$ cat config.mk
export PLATFORM = sky130hd
export DESIGN_NAME = lidr_top
export DESIGN_NICKNAME = d
export VERILOG_FILES = /design/src/hw/lidr_pkg.sv /design/src/hw/lidr_filter.sv /design/src/hw/lidr_top.sv
export SDC_FILE = /design/constraint.sdc
export NUM_CORES = 1
export LEC_CHECK = 0
export BUFFER_PORTS_ARGS = -buffer_cell sky130_fd_sc_hd__buf_2
export CELL_PAD_IN_SITES_DETAIL_PLACEMENT = 1
export CELL_PAD_IN_SITES_GLOBAL_PLACEMENT = 1
export CORE_MARGIN = 5
export CORE_UTILIZATION = 45
export CTS_CLUSTER_DIAMETER = 100
export DETAILED_ROUTE_END_ITERATION = 10
export PLACE_DENSITY_LB_ADDON = 0.1
export SKIP_LAST_GASP = 1
export SLEW_MARGIN = 40
export SYNTH_ARGS = -nofsm -noshare
export SYNTH_HDL_FRONTEND = slang
export SYNTH_SLANG_ARGS = --single-unit
$ cat constraint.sdc
create_clock -name i_core_clk -period 7.02 [get_ports i_core_clk]
set_clock_uncertainty 0.2 [all_clocks]
set_input_delay 1.053 -clock i_core_clk [delete_from_list [all_inputs] [get_ports i_core_clk]]
set_output_delay 1.053 -clock i_core_clk [all_outputs]
set_load 0.01 [all_outputs]
$ cat src/hw/lidr_pkg.sv
// Function
// [RULE1] watchdog input filter: 3-bit select, 0..51.2 ms
// [RULE2] general input function: enable and voltage-select codes
// [RULE3] codes 1010..1100 route to low-power controls
// [RULE4] input one select 7:4=0100, zero 3:0=0011
// [RULE5] low-power/enable filters 64 us steps, reset 0001
// [RULE6] general input filters 64 us steps to 960 us
// [RULE7] pass level only after stable for time
//
// Purpose: constants for logic input debounce and routing
// Assumes: 100 MHz core clock
// Notes:   register index equals printed offset
package lidr_pkg;
   localparam logic [7:0] ADDR_WDT_FILT  = 8'h0e;
   localparam logic [7:0] ADDR_FUNC_SEL  = 8'h0f;
   localparam logic [7:0] ADDR_ENLP_FILT = 8'h10;
   localparam logic [7:0] ADDR_GPI_FILT  = 8'h11;
   localparam logic [7:0] RST_WDT_FILT   = 8'h02;
   localparam logic [7:0] RST_FUNC_SEL   = 8'h43;
   localparam logic [7:0] RST_ENLP_FILT  = 8'h11;
   localparam logic [7:0] RST_GPI_FILT   = 8'h11;
   localparam int         CLK_PERIOD_NS  = 10;
   localparam int         TICK_US        = 64;
   localparam int         TICK_CYCLES    = TICK_US * 1000 / CLK_PERIOD_NS;
   // 0.8 ms is no whole number of 64 us ticks, so the watchdog counts 100 us
   localparam int         WDT_BASE_US    = 800;
   localparam int         WDT_TICK_US    = 100;
   localparam int         WDT_TICK_CYC   = WDT_TICK_US * 1000 / CLK_PERIOD_NS;
   localparam logic [3:0] FN_GLOBAL_ENABLE      = 4'h0;
   localparam logic [3:0] FN_GLOBAL_VOLTAGE_SELECT    = 4'h5;
   localparam logic [3:0] FN_GLB_LP      = 4'ha;
   localparam logic [3:0] FN_M1_LP       = 4'hb;
   localparam logic [3:0] FN_M2_LP       = 4'hc;
endpackage : lidr_pkg

$ cat src/hw/lidr_filter.sv
// Purpose: one-input debounce filter counting tick enables
// Assumes: input synchronous to the clock
// Notes:   a zero time passes the level straight through
`timescale 1ns/1ps
module lidr_filter #(
   parameter int CW = 10
) (
   input  wire logic          i_core_clk,
   input  wire logic          i_rst_n,
   input  wire logic          i_tick,
   input  wire logic [CW-1:0] i_ticks,
   input  wire logic          i_raw,
   output logic               o_level
);
   logic [CW-1:0] cnt;
   wire           differs = (i_raw != o_level);
   wire           bypass  = (i_ticks == '0);
   wire           done    = i_tick && (cnt + CW'(1) >= i_ticks);

   // restart the count on any bounce so only a stable level gets through
   always_ff @(posedge i_core_clk) begin
      if (!i_rst_n) begin
         cnt     <= '0;
         o_level <= 1'b0;
      end else if (!differs) begin
         cnt <= '0;                                 // RULE7
      end else if (bypass || done) begin
         o_level <= i_raw;                          // RULE7
         cnt     <= '0;
      end else if (i_tick) begin
         cnt <= cnt + CW'(1);
      end
   end

   chk_bypass_pass: assert property (@(posedge i_core_clk) disable iff (!i_rst_n) // RULE7
      (differs && bypass) |=> (o_level == $past(i_raw)))
      else $error("zero time did not pass level");
   chk_no_early_change: assert property (@(posedge i_core_clk) disable iff (!i_rst_n) // RULE7
      (!bypass && !differs) |=> $stable(o_level))
      else $error("level moved while input matched");
endmodule // lidr_filter

$ cat src/hw/lidr_top.sv
// Purpose: debounce logic inputs and route general inputs
// Assumes: byte-wide register port at printed offsets
// Notes:   watchdog code 110 treated as no filtering
`timescale 1ns/1ps
module lidr_top #(
   parameter int TICK_CYC = lidr_pkg::TICK_CYCLES,
   parameter int WDT_CYC  = lidr_pkg::WDT_TICK_CYC
) (
   input  wire logic       i_core_clk,
   input  wire logic       i_rst_n,
   input  wire logic [7:0] i_reg_addr,
   input  wire logic       i_reg_wr,
   input  wire logic [7:0] i_reg_wdata,
   output logic      [7:0] o_reg_rdata,
   input  wire logic       i_watchdog_reset_input,
   input  wire logic       i_enable_input,
   input  wire logic       i_low_power_input,
   input  wire logic       i_general_input_zero,
   input  wire logic       i_general_input_one,
   output logic            o_watchdog_reset,
   output logic            o_enable,
   output logic            o_low_power,
   output logic            o_global_enable,
   output logic      [3:0] o_master_enable,
   output logic            o_global_voltage_select,
   output logic      [3:0] o_master_voltage_select,
   output logic            o_global_low_power,
   output logic      [1:0] o_master_low_power
);
   // configuration registers, one per offset
   logic [7:0]  wdt_filt;
   logic [7:0]  func_sel;
   logic [7:0]  enlp_filt;
   logic [7:0]  gpi_filt;
   logic [7:0]  next_rdata;
   // shared dividers; 24 bits hold either default period
   logic [23:0] tick_cnt;
   logic [23:0] wdt_cnt;
   logic        tick;
   logic        wdt_tick;
   // filtered levels {input one, input zero, low power, enable, watchdog}
   logic [4:0]  lv;

   // address decode shared by the write strobes and the read select
   wire         hit_wdt   = (i_reg_addr == lidr_pkg::ADDR_WDT_FILT);
   wire         hit_func  = (i_reg_addr == lidr_pkg::ADDR_FUNC_SEL);
   wire         hit_enlp  = (i_reg_addr == lidr_pkg::ADDR_ENLP_FILT);
   wire         hit_gpi   = (i_reg_addr == lidr_pkg::ADDR_GPI_FILT);

   // divider wrap points; the tick itself is registered one cycle later
   wire         tick_wrap = (tick_cnt == 24'(TICK_CYC - 1));
   wire         wdt_wrap  = (wdt_cnt == 24'(WDT_CYC - 1));

   // register writes; reserved watchdog bits held at zero
   always_ff @(posedge i_core_clk) begin
      if (!i_rst_n) begin
         wdt_filt  <= lidr_pkg::RST_WDT_FILT;   // RULE1
         func_sel  <= lidr_pkg::RST_FUNC_SEL;   // RULE4
         enlp_filt <= lidr_pkg::RST_ENLP_FILT;  // RULE5
         gpi_filt  <= lidr_pkg::RST_GPI_FILT;   // RULE6
      end else if (i_reg_wr) begin
         if (hit_wdt)  wdt_filt  <= {5'h00, i_reg_wdata[2:0]};  // RULE1
         if (hit_func) func_sel  <= i_reg_wdata;                // RULE4
         if (hit_enlp) enlp_filt <= i_reg_wdata;                // RULE5
         if (hit_gpi)  gpi_filt  <= i_reg_wdata;                // RULE6
      end
   end

   chk_reset_values: assert property (@(posedge i_core_clk) // RULE4
      !i_rst_n |=> (func_sel == lidr_pkg::RST_FUNC_SEL &&
                    wdt_filt == lidr_pkg::RST_WDT_FILT &&
                    enlp_filt == lidr_pkg::RST_ENLP_FILT &&
                    gpi_filt == lidr_pkg::RST_GPI_FILT))
      else $error("bad reset value");

   // a one in the reserved watchdog bits would read back as a false code
   chk_wdt_reserved: assert property (@(posedge i_core_clk) disable iff (!i_rst_n) // RULE1
      wdt_filt[7:3] == 5'h00)
      else $error("reserved watchdog bits set");

   // read select; unmapped offsets read zero
   assign next_rdata = hit_wdt  ? wdt_filt  :
                       hit_func ? func_sel  :
                       hit_enlp ? enlp_filt :
                       hit_gpi  ? gpi_filt  : 8'h00;

   // read data registered so it stands a full cycle after the address
   always_ff @(posedge i_core_clk) begin
      if (!i_rst_n) begin
         o_reg_rdata <= 8'h00;
      end else begin
         o_reg_rdata <= next_rdata;
      end
   end

   chk_read_func: assert property (@(posedge i_core_clk) disable iff (!i_rst_n) // RULE4
      hit_func |=> (o_reg_rdata == $past(func_sel)))
      else $error("function select read back wrong");

   // 64 us tick divider shared by four filters, 100 us divider for the watchdog only
   always_ff @(posedge i_core_clk) begin
      if (!i_rst_n) begin
         tick_cnt <= 24'h000000;
         wdt_cnt  <= 24'h000000;
         tick     <= 1'b0;
         wdt_tick <= 1'b0;
      end else begin
         tick     <= tick_wrap;
         wdt_tick <= wdt_wrap;
         tick_cnt <= tick_wrap ? 24'h000000 : tick_cnt + 24'h000001;
         wdt_cnt  <= wdt_wrap ? 24'h000000 : wdt_cnt + 24'h000001;
      end
   end

   // watchdog code to 100 us units: 8 << (code-1), codes 0 and 6 are zero, code 7 is 512
   wire [2:0] wcode = wdt_filt[2:0];
   wire [9:0] wdt_units = (wcode == 3'h0 || wcode == 3'h6) ? 10'h000 :  // RULE1
                          (wcode == 3'h7) ? 10'h200 : (10'h008 << (wcode - 3'h1));

   // 0.8 ms is eight 100 us ticks and 51.2 ms is 512 of them
   chk_wdt_step: assert property (@(posedge i_core_clk) disable iff (!i_rst_n) // RULE1
      (wcode == 3'h1) |-> (wdt_units == 10'h008))
      else $error("watchdog shortest time wrong");
   chk_wdt_longest: assert property (@(posedge i_core_clk) disable iff (!i_rst_n) // RULE1
      (wcode == 3'h7) |-> (wdt_units == 10'h200))
      else $error("watchdog longest time wrong");

   // per-input filter times, 4-bit fields widened to the filter counter
   wire [9:0] en_ticks = {6'h00, enlp_filt[3:0]};   // RULE5
   wire [9:0] lp_ticks = {6'h00, enlp_filt[7:4]};   // RULE5
   wire [9:0] g0_ticks = {6'h00, gpi_filt[3:0]};    // RULE6
   wire [9:0] g1_ticks = {6'h00, gpi_filt[7:4]};    // RULE6

   // watchdog input counts 100 us ticks so its steps land exactly
   lidr_filter #(
      .CW(10)
   ) u_wdt (
      .i_core_clk (i_core_clk),
      .i_rst_n    (i_rst_n),
      .i_tick     (wdt_tick),
      .i_ticks    (wdt_units),
      .i_raw      (i_watchdog_reset_input),
      .o_level    (lv[0])
   );

   // enable input on the 64 us tick
   lidr_filter #(
      .CW(10)
   ) u_en (
      .i_core_clk (i_core_clk),
      .i_rst_n    (i_rst_n),
      .i_tick     (tick),
      .i_ticks    (en_ticks),
      .i_raw      (i_enable_input),
      .o_level    (lv[1])
   );

   // low-power input on the 64 us tick
   lidr_filter #(
      .CW(10)
   ) u_lp (
      .i_core_clk (i_core_clk),
      .i_rst_n    (i_rst_n),
      .i_tick     (tick),
      .i_ticks    (lp_ticks),
      .i_raw      (i_low_power_input),
      .o_level    (lv[2])
   );

   // general input zero; shares the tick phase, so delay jitters by one tick
   lidr_filter #(
      .CW(10)
   ) u_g0 (
      .i_core_clk (i_core_clk),
      .i_rst_n    (i_rst_n),
      .i_tick     (tick),
      .i_ticks    (g0_ticks),
      .i_raw      (i_general_input_zero),
      .o_level    (lv[3])
   );

   // general input one
   lidr_filter #(
      .CW(10)
   ) u_g1 (
      .i_core_clk (i_core_clk),
      .i_rst_n    (i_rst_n),
      .i_tick     (tick),
      .i_ticks    (g1_ticks),
      .i_raw      (i_general_input_one),
      .o_level    (lv[4])
   );

   // one-hot decode of a function code into 13 routing targets
   function automatic logic [12:0] route(input logic [3:0] code, input logic lvl);
      route = lvl ? (13'h0001 << code) : 13'h0000;  // codes above 1100 route nowhere
   endfunction

   wire [3:0]  fn_zero = func_sel[3:0];            // RULE4
   wire [3:0]  fn_one  = func_sel[7:4];            // RULE4
   wire [12:0] tgt     = route(fn_zero, lv[3]) | route(fn_one, lv[4]);

   // dedicated levels straight from their filters, routed targets decoded
   assign o_watchdog_reset        = lv[0];
   assign o_enable                = lv[1];
   assign o_low_power             = lv[2];
   assign o_global_enable         = tgt[lidr_pkg::FN_GLOBAL_ENABLE];        // RULE2
   assign o_master_enable         = tgt[4:1];                        // RULE2
   assign o_global_voltage_select = tgt[lidr_pkg::FN_GLOBAL_VOLTAGE_SELECT];      // RULE2
   assign o_master_voltage_select = tgt[9:6];                        // RULE2
   assign o_global_low_power      = tgt[lidr_pkg::FN_GLB_LP];        // RULE3
   assign o_master_low_power      = {tgt[lidr_pkg::FN_M2_LP], tgt[lidr_pkg::FN_M1_LP]}; // RULE3

   // routing checks on the outputs, one or two per function family, plus unused codes
   chk_route_lowpow: assert property (@(posedge i_core_clk) disable iff (!i_rst_n) // RULE3
      (fn_zero == 4'ha && lv[3]) |-> o_global_low_power)
      else $error("low-power route missing");
   chk_route_enable: assert property (@(posedge i_core_clk) disable iff (!i_rst_n) // RULE2
      (fn_one == 4'h4 && lv[4]) |-> o_master_enable[3])
      else $error("master enable route missing");
   chk_route_lp_one: assert property (@(posedge i_core_clk) disable iff (!i_rst_n) // RULE3
      (fn_zero == lidr_pkg::FN_M1_LP && lv[3]) |-> o_master_low_power[0])
      else $error("master one low-power route missing");
   chk_route_vsel: assert property (@(posedge i_core_clk) disable iff (!i_rst_n) // RULE2
      (fn_zero == lidr_pkg::FN_GLOBAL_VOLTAGE_SELECT && lv[3]) |-> o_global_voltage_select)
      else $error("global voltage-select route missing");
   chk_route_unused: assert property (@(posedge i_core_clk) disable iff (!i_rst_n) // RULE2
      (fn_zero > 4'hc && !lv[4]) |-> ({o_global_enable, o_master_enable,
         o_global_voltage_select, o_master_voltage_select, o_global_low_power,
         o_master_low_power} == 13'h0000))
      else $error("unused code drove a target");

   // main scenarios worth seeing at least once
   cov_wdt_max: cover property (@(posedge i_core_clk) wcode == 3'h7 && $rose(lv[0]));
   cov_gpi_vsel: cover property (@(posedge i_core_clk) o_global_voltage_select);
   cov_en_pass: cover property (@(posedge i_core_clk) $rose(o_enable));
endmodule // lidr_top

; Yosys cells after proc, flatten, opt, wreduce, memory -nomap -nowiden
; Cells that the tools add are included.
[totals]
reg_bits = 140
input_bits = 24
output_inout_bits = 24
elab_cells = 98
[classes]
addsub = 8
magnitude_cmp = 5
eq_ne = 13
shift = 3
muxes = 8
n_bitwise = 7
n_reduce_logical = 34
[op_table]
columns = cell, n
row1 = adder 10 x 1 -> 10 bit (second input constant), 5
row2 = logical NOT 10 bit, 5
row3 = adder 24 x 1 -> 24 bit (second input constant), 2
row4 = greater-or-equal comparator 10 x 4 -> 1 bit, 4
row5 = two-way mux 13 bit, 2
row6 = left shift 1 x 4 -> 13 bit (first input constant), 2
row7 = equality test 24 x 13 -> 1 bit (second input constant), 1
row8 = equality test 24 x 14 -> 1 bit (second input constant), 1
row9 = two-way mux 8 bit, 3
row10 = two-way mux 10 bit, 2
row11 = AND reduction 2 bit, 9
row12 = equality test 8 x 4 -> 1 bit (second input constant), 2
row13 = equality test 8 x 5 -> 1 bit (second input constant), 2
row14 = OR reduction 3 bit, 5
row15 = bitwise OR 13 bit, 1
row16 = greater-or-equal comparator 10 bit, 1
row17 = left shift 4 x 3 -> 10 bit (first input constant), 1
row18 = equality test 3 bit (second input constant), 2
row19 = logical OR 1 bit, 6
row20 = NOT 1 bit, 6
row21 = OR reduction 2 bit, 3
row22 = logical AND 1 bit, 5
row23 = inequality test 1 bit, 5
row24 = logical NOT 3 bit, 1
row25 = other kinds (2), 2

; Depth between registers and ports, before layout
; Gate-level depths: netlist (run 1).
[logic_depth]
depth_word = 8
depth_mapped = 11
ltp_nobuf = 11

; Modules after synthesis
; Synthesis (run 1) repeated with hierarchy kept, for this count alone.
[hier_totals]
cells_unflattened = 960
area_unflattened_um2 = 8122.8
[by_module_without_submodules]
columns = mod, instances, cells_per_inst, area_each_um2, seq_area_each_um2
row1 = lidr_filter, 5, 102, 842.1, 220.2
row2 = lidr_top, 1, 450, 3912.5, 1701.6

; Worst setup path before layout (run 1)
; No wires, ideal clock.
[synth_path]
path_type = register to register
startpoint = register wdt_filt[0]
endpoint = register u_wdt.cnt[0]
setup_ns = 0.071
arrival_time_ns = 2.546
t_required_ns = 6.749
path_slack_ns = 4.203
path_stages_with_launch = 10
path_buffers = 1
period_less_slack_ns = 2.817
path_cell_list = dfxtp_1 -> clkbuf_1 -> or3b_2 -> ha_1 -> o21a_1 -> o21ai_0 -> a21oi_1 -> o311ai_0 -> nand4_1 -> nor2_1
[synth_via]
elab_chain_cells = 8
word_cells_on_any_way = 13
cone_classes = add/sub (1) / order compare (1) / eq/ne (2) / shift (1) / mux (2) / reduce/logical (6)
[synth_rtl]
columns = element, line
row1 = "start, declared", lidr_top.sv:31  ; logic [7:0] wdt_filt;
row2 = "start signal, assigned", lidr_top.sv:57  ; wdt_filt <= lidr_pkg::RST_WDT_FILT;
row3 = "start signal, assigned", lidr_top.sv:62  ; if (hit_wdt) wdt_filt <= {5'h00, i_reg_wdata[2:0]};
row4 = subtractor 3 x 1 -> 3 bit, lidr_top.sv:118  ; (wcode == 3'h7) ? 10'h200 : (10'h008 << (wcode - 3'h1));
row5 = left shift 4 x 3 -> 10 bit, lidr_top.sv:118
row6 = two-way mux 10 bit, lidr_top.sv:118
row7 = two-way mux 10 bit *, lidr_top.sv:117  ; wire [9:0] wdt_units = (wcode == 3'h0 || wcode == 3'h6) ? 10'h000 :
row8 = greater-or-equal comparator 10 bit, lidr_filter.sv:18  ; wire done = i_tick && (cnt + CW'(1) >= i_ticks);
row9 = logical AND 1 bit, lidr_filter.sv:18
row10 = logical OR 1 bit *, lidr_filter.sv:27  ; end else if (bypass || done) begin
row11 = OR reduction 3 bit (no source line) *, n/a
row12 = "end signal, assigned", lidr_filter.sv:31  ; cnt <= cnt + CW'(1);
row13 = "end, declared", lidr_filter.sv:15  ; logic [CW-1:0] cnt;
; Mark *: on every way between the ends. The rest lies on a longest branch, timed or not.
; A chain may end at the register's enable or synchronous reset.

; Worst setup path after layout (run 1)
[layout_path]
startpoint = register u_wdt.cnt[0]
endpoint = register u_wdt.cnt[7]
[layout_via]
elab_chain_cells = 5
[layout_rtl]
columns = element, line
row1 = adder 10 x 1 -> 10 bit *, "lidr_filter.sv:18, lidr_filter.sv:31"
row2 = greater-or-equal comparator 10 bit, lidr_filter.sv:18
row3 = logical AND 1 bit, lidr_filter.sv:18
row4 = logical OR 1 bit, lidr_filter.sv:27
row5 = OR reduction 3 bit (no source line), n/a
; Marked as above.

==> impl_results.md, run 1 <==
* Clock latency on the worst-skew pair at 0.42 ns
* Type of origin of the critical path: flop
* Total gr overflow at 0
* Pwr Density at roughly 220 nW/um^2
* WL final at around 18000 microns
* Post-DP HPWL at 13000 microns
* Final Slew Violations at 0
* Main area contributors after synthesis: dfxtp_1 (39%), xor2_1 (9.1%), nor2_1 (6.8%)
* Initial antenna violation count at 3
* H-tree level count at 4
* Top Family by Delay on Critical Path: simple AND/OR/NAND/NOR gates
* Total number of vias at between 6000 and 7000
* Post-synthesis cell count at 848
* Max-cap violations at 0
* Simple-Gate Fraction of Synth Area at around 27%
* Count leader, synth: dfxtp_1
* RSZ-0062 raised after global routing: no
* Multiplexer share of the synthesized area at less than 1%
* CP max-delay cell: o311ai_0
* Core Box Area at around 16000 sq um
* Final Core Density at between 50% and 60%
* Commonest cells post-synth: dfxtp_1 (140), nor2_1 (128), nand2_1 (82), xor2_1 (74), nand3_1 (71)
* Die Footprint at around 18000 sq um
* Row count at 46
* Initial Utilization at 45.3%
* Main combinational cell family by area after synthesis: simple AND/OR/NAND/NOR gates
* Syn_nets at 903
* Maximum vdd drop at ~170 uV
* WL/cell at 16.2 microns
* IO buf count at between 40 and 50
* Root Buffer Master: clkbuf_16
* Hold crit path type: flop to flop
* Routability cong. at just over 0.8
* Post-Synth Adder-Cell Area at under 10%
* Hold_sp: tick_cnt[0]$_SDFF_PP0_
* First-pass GRT wire length at slightly above 30000 microns
* Setup_tns at 0 ns
* Nets at 941
* Final-report hold violation count at 0
* Vias/cell at 5.53
* Post-CTS Setup Inserts at 0
* Post_cts resized at 0
* Fin cells at 1114
* Worst r2r src: u_wdt.cnt[0]$_SDFFE_PP0P_
* Worst-path fanout max at 10
* Worst stage delay on the critical path at around 0.53 ns
* Number of enable flip-flop cells after synthesis at 0
* TritonCTS clock tree: built
* Worst-path cell chain: and3_1 > and3_1 > and3_1 > xor2_1 > ha_1 > a21oi_1 > nor2b_1 > o311ai_0 > nand4_1 > nor2_1
* CTS buffer count at 17
* Endpoint class of the critical path: flop
* CP required at 7.16 ns
* XOR/XNOR share of the synthesized area at 14.3%
* Routed Antenna Nets at 0
* CTS clk-pin slew, worst paths at roughly 0.06 ns
* Pin count of the biggest net entering global routing at 42
* Layout cells sized above 1 at 11.5%
* Synth cell types at 58
* Critical path type: flop to flop
* # diodes at 0
* Static Leak at roughly 3 nW
* Status: finished, final reports clean
* Setup violations, final at 0
* Inst Count DP at about 1100
* Min Tclk post-route at ~3.3 ns
* FMAX at ~0.30 GHz
* DRT iter0 DRCs at 248
* Register area share after synthesis at between 30% and 40%
* Vias in the first global route at about 6400
* Top_reg_cell synth: dfxtp_1
* Cell repeated most along the worst path: and3_1
* Clock Sink Count at 140
* Slew margin rel. at a little over half
* Die Span Y at around 140 microns
* Async SR Flop Fraction at 0%
* Area leader, netlist: dfxtp_1
* Synth Area in Compound Gates at a little under a tenth
* Pwr Total at between 1.5 and 2 mW
* Crit path DAT at ~3.5 ns
* Yosys top cell area share at just under 40%
* Area delta synth->final at 13.9%
* # fillers at roughly 1900
* First drt pass iteration count at 4
* Longest Clk Path Bufs at 2
* DRC violations left at 0
* Ports at between 40 and 50
* Gr usage total at approximately a fifth
* CP Buf/Inv Count at 0
* CP startpoint: u_wdt.cnt[0]$_SDFFE_PP0P_
* Hold_buf cts at 0
* Synth Area per Inst at 8.39 sq um
* Horiz. Die Dim at between 100 and 150 microns
* Yosys warns at 0
* Slew @ Worst Pin at approximately 0.7 ns
* Tcrit/Tclk final at a little under half
* Synth Register Bits at 140
* Syn Std Cell Area at 7110 sq um
## placed cells by master (no fill, tap or decap), types with 5 or more instances in the layout
master,netlist,final
a222oi_1,5,5
clkbuf_16,0,17
nor3_1,14,14
a21oi_1,33,33
xor2_1,74,74
dfxtp_1,140,140
or2_2,5,5
a31oi_1,6,6
nand2b_1,9,9
and3_1,14,14
nand2_1,82,82
nor2_1,128,127
nand3_1,71,71
o21ai_0,12,12
nand3b_1,6,6
a22oi_1,6,6
ha_1,31,31
buf_2,4,47
nor4_1,10,10
inv_1,20,20
nand4_1,29,29
o22ai_1,13,13
mux2i_1,7,7
xnor2_1,42,42
## stage by stage
step	setup WS, ns	cell area (sq um)	hold WS, ns
finish	3.71	8100	0.236
floorplan	4.20	7110	0.213
CTS	3.69	8100	0.242
detailed placement	3.51	7500	0.231
global placement	3.60	7500	0.223
global route	3.41	8100	0.261
## per-layer routing
metal	up-vias	GRT usage, %	share of wire [%]	wire (microns)
met5	-	0	0.24	43
met4	6	6.83	1.9	344
met3	36	4.42	4.0	727
met2	89	35.1	50	9090
met1	3012	24.4	43	7860
li1	3022	-	-	-
## area by class of cell
type | count | area, sq um | area share (%)
Clock inverter | 7 | 113 | 1.39
Tap cell | 216 | 270 | 3.34
Timing Repair Buffer | 51 | 265 | 3.27
Sequential cell | 140 | 2800 | 34.6
Inverter | 21 | 78.8 | 0.973
Clock buffer | 24 | 482 | 5.95
Multi-Input combinational cell | 655 | 4090 | 50.5
## worst paths after layout
kind,end,slack (ns),cells past startpoint
max,u_wdt.cnt[7]$_SDFFE_PP0P_,3.71,10
min,tick_cnt[0]$_SDFF_PP0_,0.24,1
max reg2reg,u_wdt.cnt[7]$_SDFFE_PP0P_,3.71,10
min reg2reg,tick_cnt[0]$_SDFF_PP0_,0.24,1
## report_power, final
part | leakage [nW] | internal [mW] | switching, mW | total, mW
combinational | 1.58 | 0.0125 | 0.0290 | 0.0415
clock | 0.290 | 0.583 | 0.328 | 0.912
sequential | 1.13 | 0.798 | 0.00248 | 0.801
## worst register-to-register path, cell delays in order, from the launching register on
cell and delay, ns:
dfxtp_1 0.38, and3_1 0.25, and3_1 0.24, and3_1 0.26, xor2_1 0.17, ha_1 0.26
a21oi_1 0.17, nor2b_1 0.06, o311ai_0 0.53, nand4_1 0.48, nor2_1 0.23
## cells by family (layout without fill, tap and decap cells)
| family | after synthesis | in the layout |
|---|---|---|
| XOR/XNOR | 116 | 116 |
| flip-flops | 140 | 140 |
| AO/OA/AOI/OAI | 101 | 101 |
| adder cells (fa/ha/maj) | 31 | 31 |
| other | 1 | 1 |
| buffers and inverters | 53 | 103 |
| AND/OR/NAND/NOR | 399 | 399 |
| multiplexers | 7 | 7 |
## sequential cells by signal, summed over array words and instances (netlist names), 10 cells and up
register and count:
u_lp.cnt 10, wdt_cnt 24, u_g1.cnt 10, u_wdt.cnt 10
tick_cnt 24, u_g0.cnt 10, u_en.cnt 10
(Power assumes the default switching activity.)
==> run 2, diff against run 1 <==
==> constraint.sdc (replaced) <==
create_clock -name i_core_clk -period 3.1 [get_ports i_core_clk]
set_clock_uncertainty 0.2 [all_clocks]
set_input_delay 0.465 -clock i_core_clk [delete_from_list [all_inputs] [get_ports i_core_clk]]
set_output_delay 0.465 -clock i_core_clk [all_outputs]
set_load 0.01 [all_outputs]
==> impl_results.md, run 2 (synthesized netlist as in run 1, its figures left out) <==
* Status: finished, final reports clean (unchanged)
* CP startpoint: u_wdt.cnt[1]$_SDFFE_PP0P_ (was u_wdt.cnt[0]$_SDFFE_PP0P_)
* Met3 wire length at 738 microns (was 727 microns)
* Die Span Y at 136 microns (unchanged)
* Worst r2r src: u_wdt.cnt[1]$_SDFFE_PP0P_ (was u_wdt.cnt[0]$_SDFFE_PP0P_)
* DR top layer: met5 (unchanged)
* Clock latency on the worst-skew pair at 0.42 ns (about the same)
* # fillers at 1922 (was 1901)
* Worst slack, placed at -0.0567 ns (was 3.51 ns)
* Vias in the first global route at 6534 (was 6372)
* Post-DP HPWL at 13500 microns (was 13000 microns)
* Commonest non-fill, non-tap cell in the layout: dfxtp_1 (unchanged)
* Slew @ Worst Pin at 0.647 ns (was 0.701 ns)
* CTS buffer count at 17 (unchanged)
* Root Buffer Master: clkbuf_16 (unchanged)
* Vias/cell at 5.44 (was 5.53)
* Initial Utilization at 45.3% (unchanged)
* Clock Sink Count at 140 (unchanged)
* Setup violations, final at 0 (unchanged)
* Row count at 46 (unchanged)
* Setup ws final at 0.184 ns (was 3.71 ns)
* Nets at 951 (was 941)
* Longest Clk Path Bufs at 2 (unchanged)
* Static Leak at 3.04 nW (was 3.00 nW)
* Maximum vdd drop at 391 uV (was 174 uV)
* IO buf count at 47 (unchanged)
* First-pass GRT wire length at 31700 microns (was 30200 microns)
* Ports at 48 (unchanged)
* Final Core Density at 52.0% (was 51.6%)
* H-tree level count at 4 (unchanged)
* WL/cell at 16.4 microns (was 16.2 microns)
* FMAX at 0.343 GHz (was 0.303 GHz)
* Min Tclk post-route at 2.92 ns (was 3.31 ns)
* Worst stage delay on the critical path at 0.39 ns (was 0.53 ns)
* Area delta synth->final at 14.9% (was 13.9%)
* TritonCTS clock tree: built (unchanged)
* WL final at 18500 microns (was 18100 microns)
* Tcrit/Tclk final at 94.1% (was 47.1%)
* Worst-path cell chain: ha_1 > and3_1 > and3_1 > nand3_1 > xnor2_1 > ha_1 > nor2b_1 > o311ai_2 > buf_4 > nand4_1 > buf_4 > nor2_1 (was and3_1 > and3_1 > and3_1 > xor2_1 > ha_1 > a21oi_1 > nor2b_1 > o311ai_0 > nand4_1 > nor2_1)
* Crit path DAT at 3.06 ns (was 3.45 ns)
* Hold_sp: i_general_input_zero (was tick_cnt[0]$_SDFF_PP0_)
* DRT iter0 DRCs at 203 (was 248)
* Routed Antenna Nets at 0 (unchanged)
* Type of origin of the critical path: flop (unchanged)
* Final Slew Violations at 0 (unchanged)
* Pwr Density at 478 nW/um^2 (was 216 nW/um^2)
* Layout cells sized above 1 at 13.1% (was 11.5%)
* Worst-path fanout max at 10 (unchanged)
* Total gr overflow at 0 (unchanged)
* Final-report hold violation count at 0 (unchanged)
* Critical path type: flop to flop (unchanged)
* Most frequent cells in the layout: dfxtp_1 (139), nor2_1 (128), nand2_1 (82) (was dfxtp_1 (140), nor2_1 (127), nand2_1 (82))
* CP required at 3.25 ns (was 7.16 ns)
* CTS clk-pin slew, worst paths at 0.06 ns (about the same)
* Die Footprint at 18400 sq um (unchanged)
* Max-cap violations at 0 (unchanged)
* Gr usage total at 21.1% (was 20.1%)
* Initial antenna violation count at 4 (was 3)
* Horiz. Die Dim at 136 microns (unchanged)
* Pin count of the biggest net entering global routing at 32 (was 42)
* CP max-delay cell: dfxtp_1 (was o311ai_0)
* Routed met1 length at 8090 microns (was 7860 microns)
* Setup_tns at 0 ns (unchanged)
* Total number of vias at 6128 (was 6165)
* Core Box Area at 15700 sq um (unchanged)
* Endpoint class of the critical path: flop (unchanged)
* Slew margin rel. at 56.4% (was 53.2%)
* Routability cong. at 0.842 (was 0.828)
* Hold Worst Slack at 0.112 ns (was 0.236 ns)
* DRC violations left at 0 (unchanged)
* Biggest registers after layout: tick_cnt x24, wdt_cnt x24 (unchanged)
* Met2 wire len at 9390 microns (was 9090 microns)
* Hold crit path type: input pin to flop (was flop to flop)
* First drt pass iteration count at 5 (was 4)
-- run 2: changes by cell type in the layout (fill, tap and decap cells not counted), sizes merged --
cell / change
buf: +10
clkbuf: -4
clkinvlp: +3
diode: +2
bufinv: -1
clkinv: +1
inv: +1
-- run 2: worst max-delay path: cells and delay by family, from the launching register on --
family,cells,cell delay (ns)
xor gates and xnor gates,1,0.15
AOI/OAI and AO/OA,1,0.31
and+or+nand+nor,6,0.98
buffers and inverters,2,0.37
adders and majority gates,2,0.46
DFF,1,0.39
-- run 2: per-stage QoR --
stage | cells | total power [mW] | area (sq um)
after floorplan | 848 | 1.90 | 7110
after global placement | 1092 | 1.94 | 7570
after detailed placement | 1092 | 1.95 | 7570
after CTS | 1124 | 3.96 | 8150
after global routing | 1126 | 4.05 | 8170
final | 1126 | 3.90 | 8170
-- run 2: power breakdown --
group          internal, mW  switching [mW]  leakage (nW)  total [mW]
clock network          1.22           0.776         0.274        1.99
registers              1.81         0.00587          1.13        1.81
logic                0.0309          0.0666          1.63      0.0975
total                  3.06           0.848          3.04        3.90
-- run 2: final timing paths --
path / end / slack [ns] / cells after the start
worst max-delay path: u_wdt.cnt[4]$_SDFFE_PP0P_ / 0.18 / 12
worst min-delay path: u_g0.o_level$_SDFFE_PN0P_ / 0.11 / 3
worst max register to register: u_wdt.cnt[4]$_SDFFE_PP0P_ / 0.18 / 12
worst min register to register: tick_cnt[0]$_SDFF_PP0_ / 0.24 / 1
-- run 2: per-layer routing --
metal  up-vias  GRT usage (%)
met1      2963           25.4
met3        26           5.83
met5         -              0
met2        95           37.2
li1       3040              -
met4         4           5.38
-- run 2: area by class of cell --
class                   count  area, sq um  share of cell area, %
well taps                 216          270                   3.31
diodes                      2         5.00                 0.0612
inverters                  21         78.8                  0.964
flip-flops and latches    140         2800                   34.3
clock inverters            11          119                   1.45
clock buffers              20          457                   5.59
multi-input cells         655         4100                   50.2
repair buffers             61          340                   4.16
-- run 2: repair_timing --
| item | CTS | global route |
|---|---|---|
| setup endpoints to repair | 10 | 11 |
| gates resized for setup | 0 | 6 |
| hold buffers | 0 | 0 |
| setup buffers | 1 | 0 |
==> run 3, diff against run 2 <==
--- a/config.mk
+++ b/config.mk
@@ -8,11 +8,12 @@
 export BUFFER_PORTS_ARGS = -buffer_cell sky130_fd_sc_hd__buf_2
 export CELL_PAD_IN_SITES_DETAIL_PLACEMENT = 1
 export CELL_PAD_IN_SITES_GLOBAL_PLACEMENT = 1
-export CORE_MARGIN = 5
+export CORE_MARGIN = 2
 export CORE_UTILIZATION = 45
 export CTS_CLUSTER_DIAMETER = 100
+export CTS_CLUSTER_SIZE = 12
 export DETAILED_ROUTE_END_ITERATION = 10
-export PLACE_DENSITY_LB_ADDON = 0.1
+export PLACE_DENSITY = 0.83
 export SKIP_LAST_GASP = 1
 export SLEW_MARGIN = 40
 export SYNTH_ARGS = -nofsm -noshare
==> impl_results.md, run 3 (synthesized netlist as in run 1, its figures left out) <==
* Area delta synth->final at 15.3% (was 14.9%)
* Total gr overflow at 0 (unchanged)
* Design area at 8200 sq um (was 8170 sq um)
* Status: finished, final reports clean (unchanged)
* Maximum vdd drop at 393 uV (was 391 uV)
* CP Buf/Inv Count at 0 (was 2)
* Crit path DAT at 2.96 ns (was 3.06 ns)
* Max-cap violations at 0 (unchanged)
* TritonCTS clock tree: built (unchanged)
* Vias/cell at 5.49 (was 5.44)
* Type of origin of the critical path: flop (unchanged)
* Cell repeated most along the worst path: ha_1
* Vias in the first global route at 6349 (was 6534)
* Biggest registers after layout: tick_cnt x24, wdt_cnt x24 (unchanged)
* Core Box Area at 15300 sq um (was 15700 sq um)
* Nets at 950 (was 951)
* RSZ-0062 raised after global routing: no
* Die Span Y at 130 microns (was 136 microns)
* WL/cell at 16.3 microns (was 16.4 microns)
* Total number of vias at 6161 (was 6128)
* Met3 Usage GRT at 6.36% (was 5.83%)
* Final Slew Violations at 0 (unchanged)
* Pin count of the biggest net entering global routing at 42 (was 32)
* Setup violations, final at 0 (unchanged)
* Min Tclk post-route at 2.81 ns (was 2.92 ns)
* Endpoint class of the critical path: flop (unchanged)
* WL final at 18300 microns (was 18500 microns)
* Worst stage delay on the critical path at 0.61 ns (was 0.39 ns)
* Worst-path fanout max at 9 (was 10)
* Global route hottest layer: met2 (unchanged)
* Met1 usage at 27.6% (was 25.4%)
* H-tree level count at 4 (unchanged)
* First-pass GRT wire length at 30700 microns (was 31700 microns)
* Ports at 48 (unchanged)
* CP max-delay cell: or4_4 (was dfxtp_1)
* Worst-path cell chain: ha_1 > xor2_1 > ha_1 > o21ai_0 > a21oi_1 > o41a_1 > or4_4 > nor2_1 (was ha_1 > and3_1 > and3_1 > nand3_1 > xnor2_1 > ha_1 > nor2b_1 > o311ai_2 > buf_4 > nand4_1 > buf_4 > nor2_1)
* Setup_tns at 0 ns (unchanged)
* Routed Antenna Nets at 0 (unchanged)
* DRT iter0 DRCs at 360 (was 203)
* Die Footprint at 16800 sq um (was 18400 sq um)
* Row count at 45 (was 46)
* Hold_sp: i_enable_input (was i_general_input_zero)
* Tcrit/Tclk final at 90.8% (was 94.1%)
* Clock Sink Count at 140 (unchanged)
* Slew @ Worst Pin at 0.618 ns (was 0.647 ns)
* Final-report hold violation count at 0 (unchanged)
* FMAX at 0.355 GHz (was 0.343 GHz)
* Routability cong. at 0.801 (was 0.842)
* Met2 Usage GRT at 40.8% (was 37.2%)
* Root Buffer Master: clkbuf_16 (unchanged)
* Most frequent cells in the layout: dfxtp_1 (140), nor2_1 (128), nand2_1 (82) (was dfxtp_1 (139), nor2_1 (128), nand2_1 (82))
* Area after DPL at 7570 sq um (about the same)
* Post-DP HPWL at 12500 microns (was 13500 microns)
* CP startpoint: u_g0.cnt[0]$_SDFFE_PP0P_ (was u_wdt.cnt[1]$_SDFFE_PP0P_)
* Layout cells sized above 1 at 12.8% (was 13.1%)
* Initial antenna violation count at 3 (was 4)
* CP required at 3.25 ns (about the same)
* Longest Clk Path Bufs at 2 (unchanged)
* First drt pass iteration count at 8 (was 5)
* Horiz. Die Dim at 130 microns (was 136 microns)
* CTS clk-pin slew, worst paths at 0.06 ns (about the same)
* Static Leak at 3.06 nW (was 3.04 nW)
* Commonest non-fill, non-tap cell in the layout: dfxtp_1 (unchanged)
* Pwr Density at 490 nW/um^2 (was 478 nW/um^2)
* Slew margin rel. at 58.6% (was 56.4%)
* CTS buffer count at 17 (unchanged)
* Gr usage total at 23.1% (was 21.1%)
* DRC violations left at 0 (unchanged)
* Top Family by Delay on Critical Path: simple AND/OR/NAND/NOR gates (unchanged)
* Critical path type: flop to flop (unchanged)
* IO buf count at 47 (unchanged)
* Hold crit path type: input pin to flop (unchanged)
* Clock latency on the worst-skew pair at 0.42 ns (about the same)
* Worst r2r src: u_g0.cnt[0]$_SDFFE_PP0P_ (was u_wdt.cnt[1]$_SDFFE_PP0P_)
* Initial Utilization at 46.4% (was 45.3%)
* Post-CTS Setup Inserts at 0 (was 1)
==> run 3: what timing repair did <==
item / 4_1_cts / 5_1_grt
hold buffers: 0 / 0
gates resized for setup: 0 / 3
setup endpoints to repair: 0 / 20
==> run 3: layer usage <==
layer	part of all wire (%)	wire, microns
met3	4.4	805
met5	0	0
met2	50	9220
met1	44	8130
met4	0.92	169
==> run 3: area by class of cell <==
class | instances | area, sq um
Fill cell | 1859 | 7110
Multi-Input combinational cell | 655 | 4090
Sequential cell | 140 | 2800
Clock buffer | 21 | 470
Timing Repair Buffer | 60 | 345
Tap cell | 211 | 264
Clock inverter | 11 | 140
Inverter | 21 | 78.8
Antenna cell | 3 | 7.51
==> run 3: through the flow <==
step	hold slack (ns)	cells	utilization [%]	setup WS (ns)	total power [mW]
floorplan	0.213	848	-	0.283	1.90
finish	0.110	1122	53.6	0.287	4.02
global route	0.120	1120	53.5	0.0275	4.14
detailed placement	0.236	1087	49.5	0.0956	1.95
CTS	0.0933	1119	53.4	0.0382	4.05
global placement	0.222	1087	49.5	0.227	1.95
==> run 3: final timing paths <==
check / endpoint / slack [ns] / cells after the start
worst max-delay path: u_g0.cnt[2]$_SDFFE_PP0P_ / 0.29 / 8
worst min-delay path: u_en.o_level$_SDFFE_PN0P_ / 0.11 / 3
worst max register to register: u_g0.cnt[2]$_SDFFE_PP0P_ / 0.29 / 8
worst min register to register: wdt_cnt[0]$_SDFF_PP0_ / 0.24 / 1
==> run 3: power by group <==
group          internal [mW]  switching [mW]  leakage [nW]
Sequential              1.81         0.00558          1.13
Combinational         0.0323          0.0674          1.63
Clock                   1.33           0.780         0.303
==> run 3: worst register-to-register path, cell delays in order (launching register included) <==
cell and delay (ns):
dfxtp_1 0.46, ha_1 0.31, xor2_1 0.18, ha_1 0.25
o21ai_0 0.15, a21oi_1 0.07, o41a_1 0.34, or4_4 0.61
nor2_1 0.17
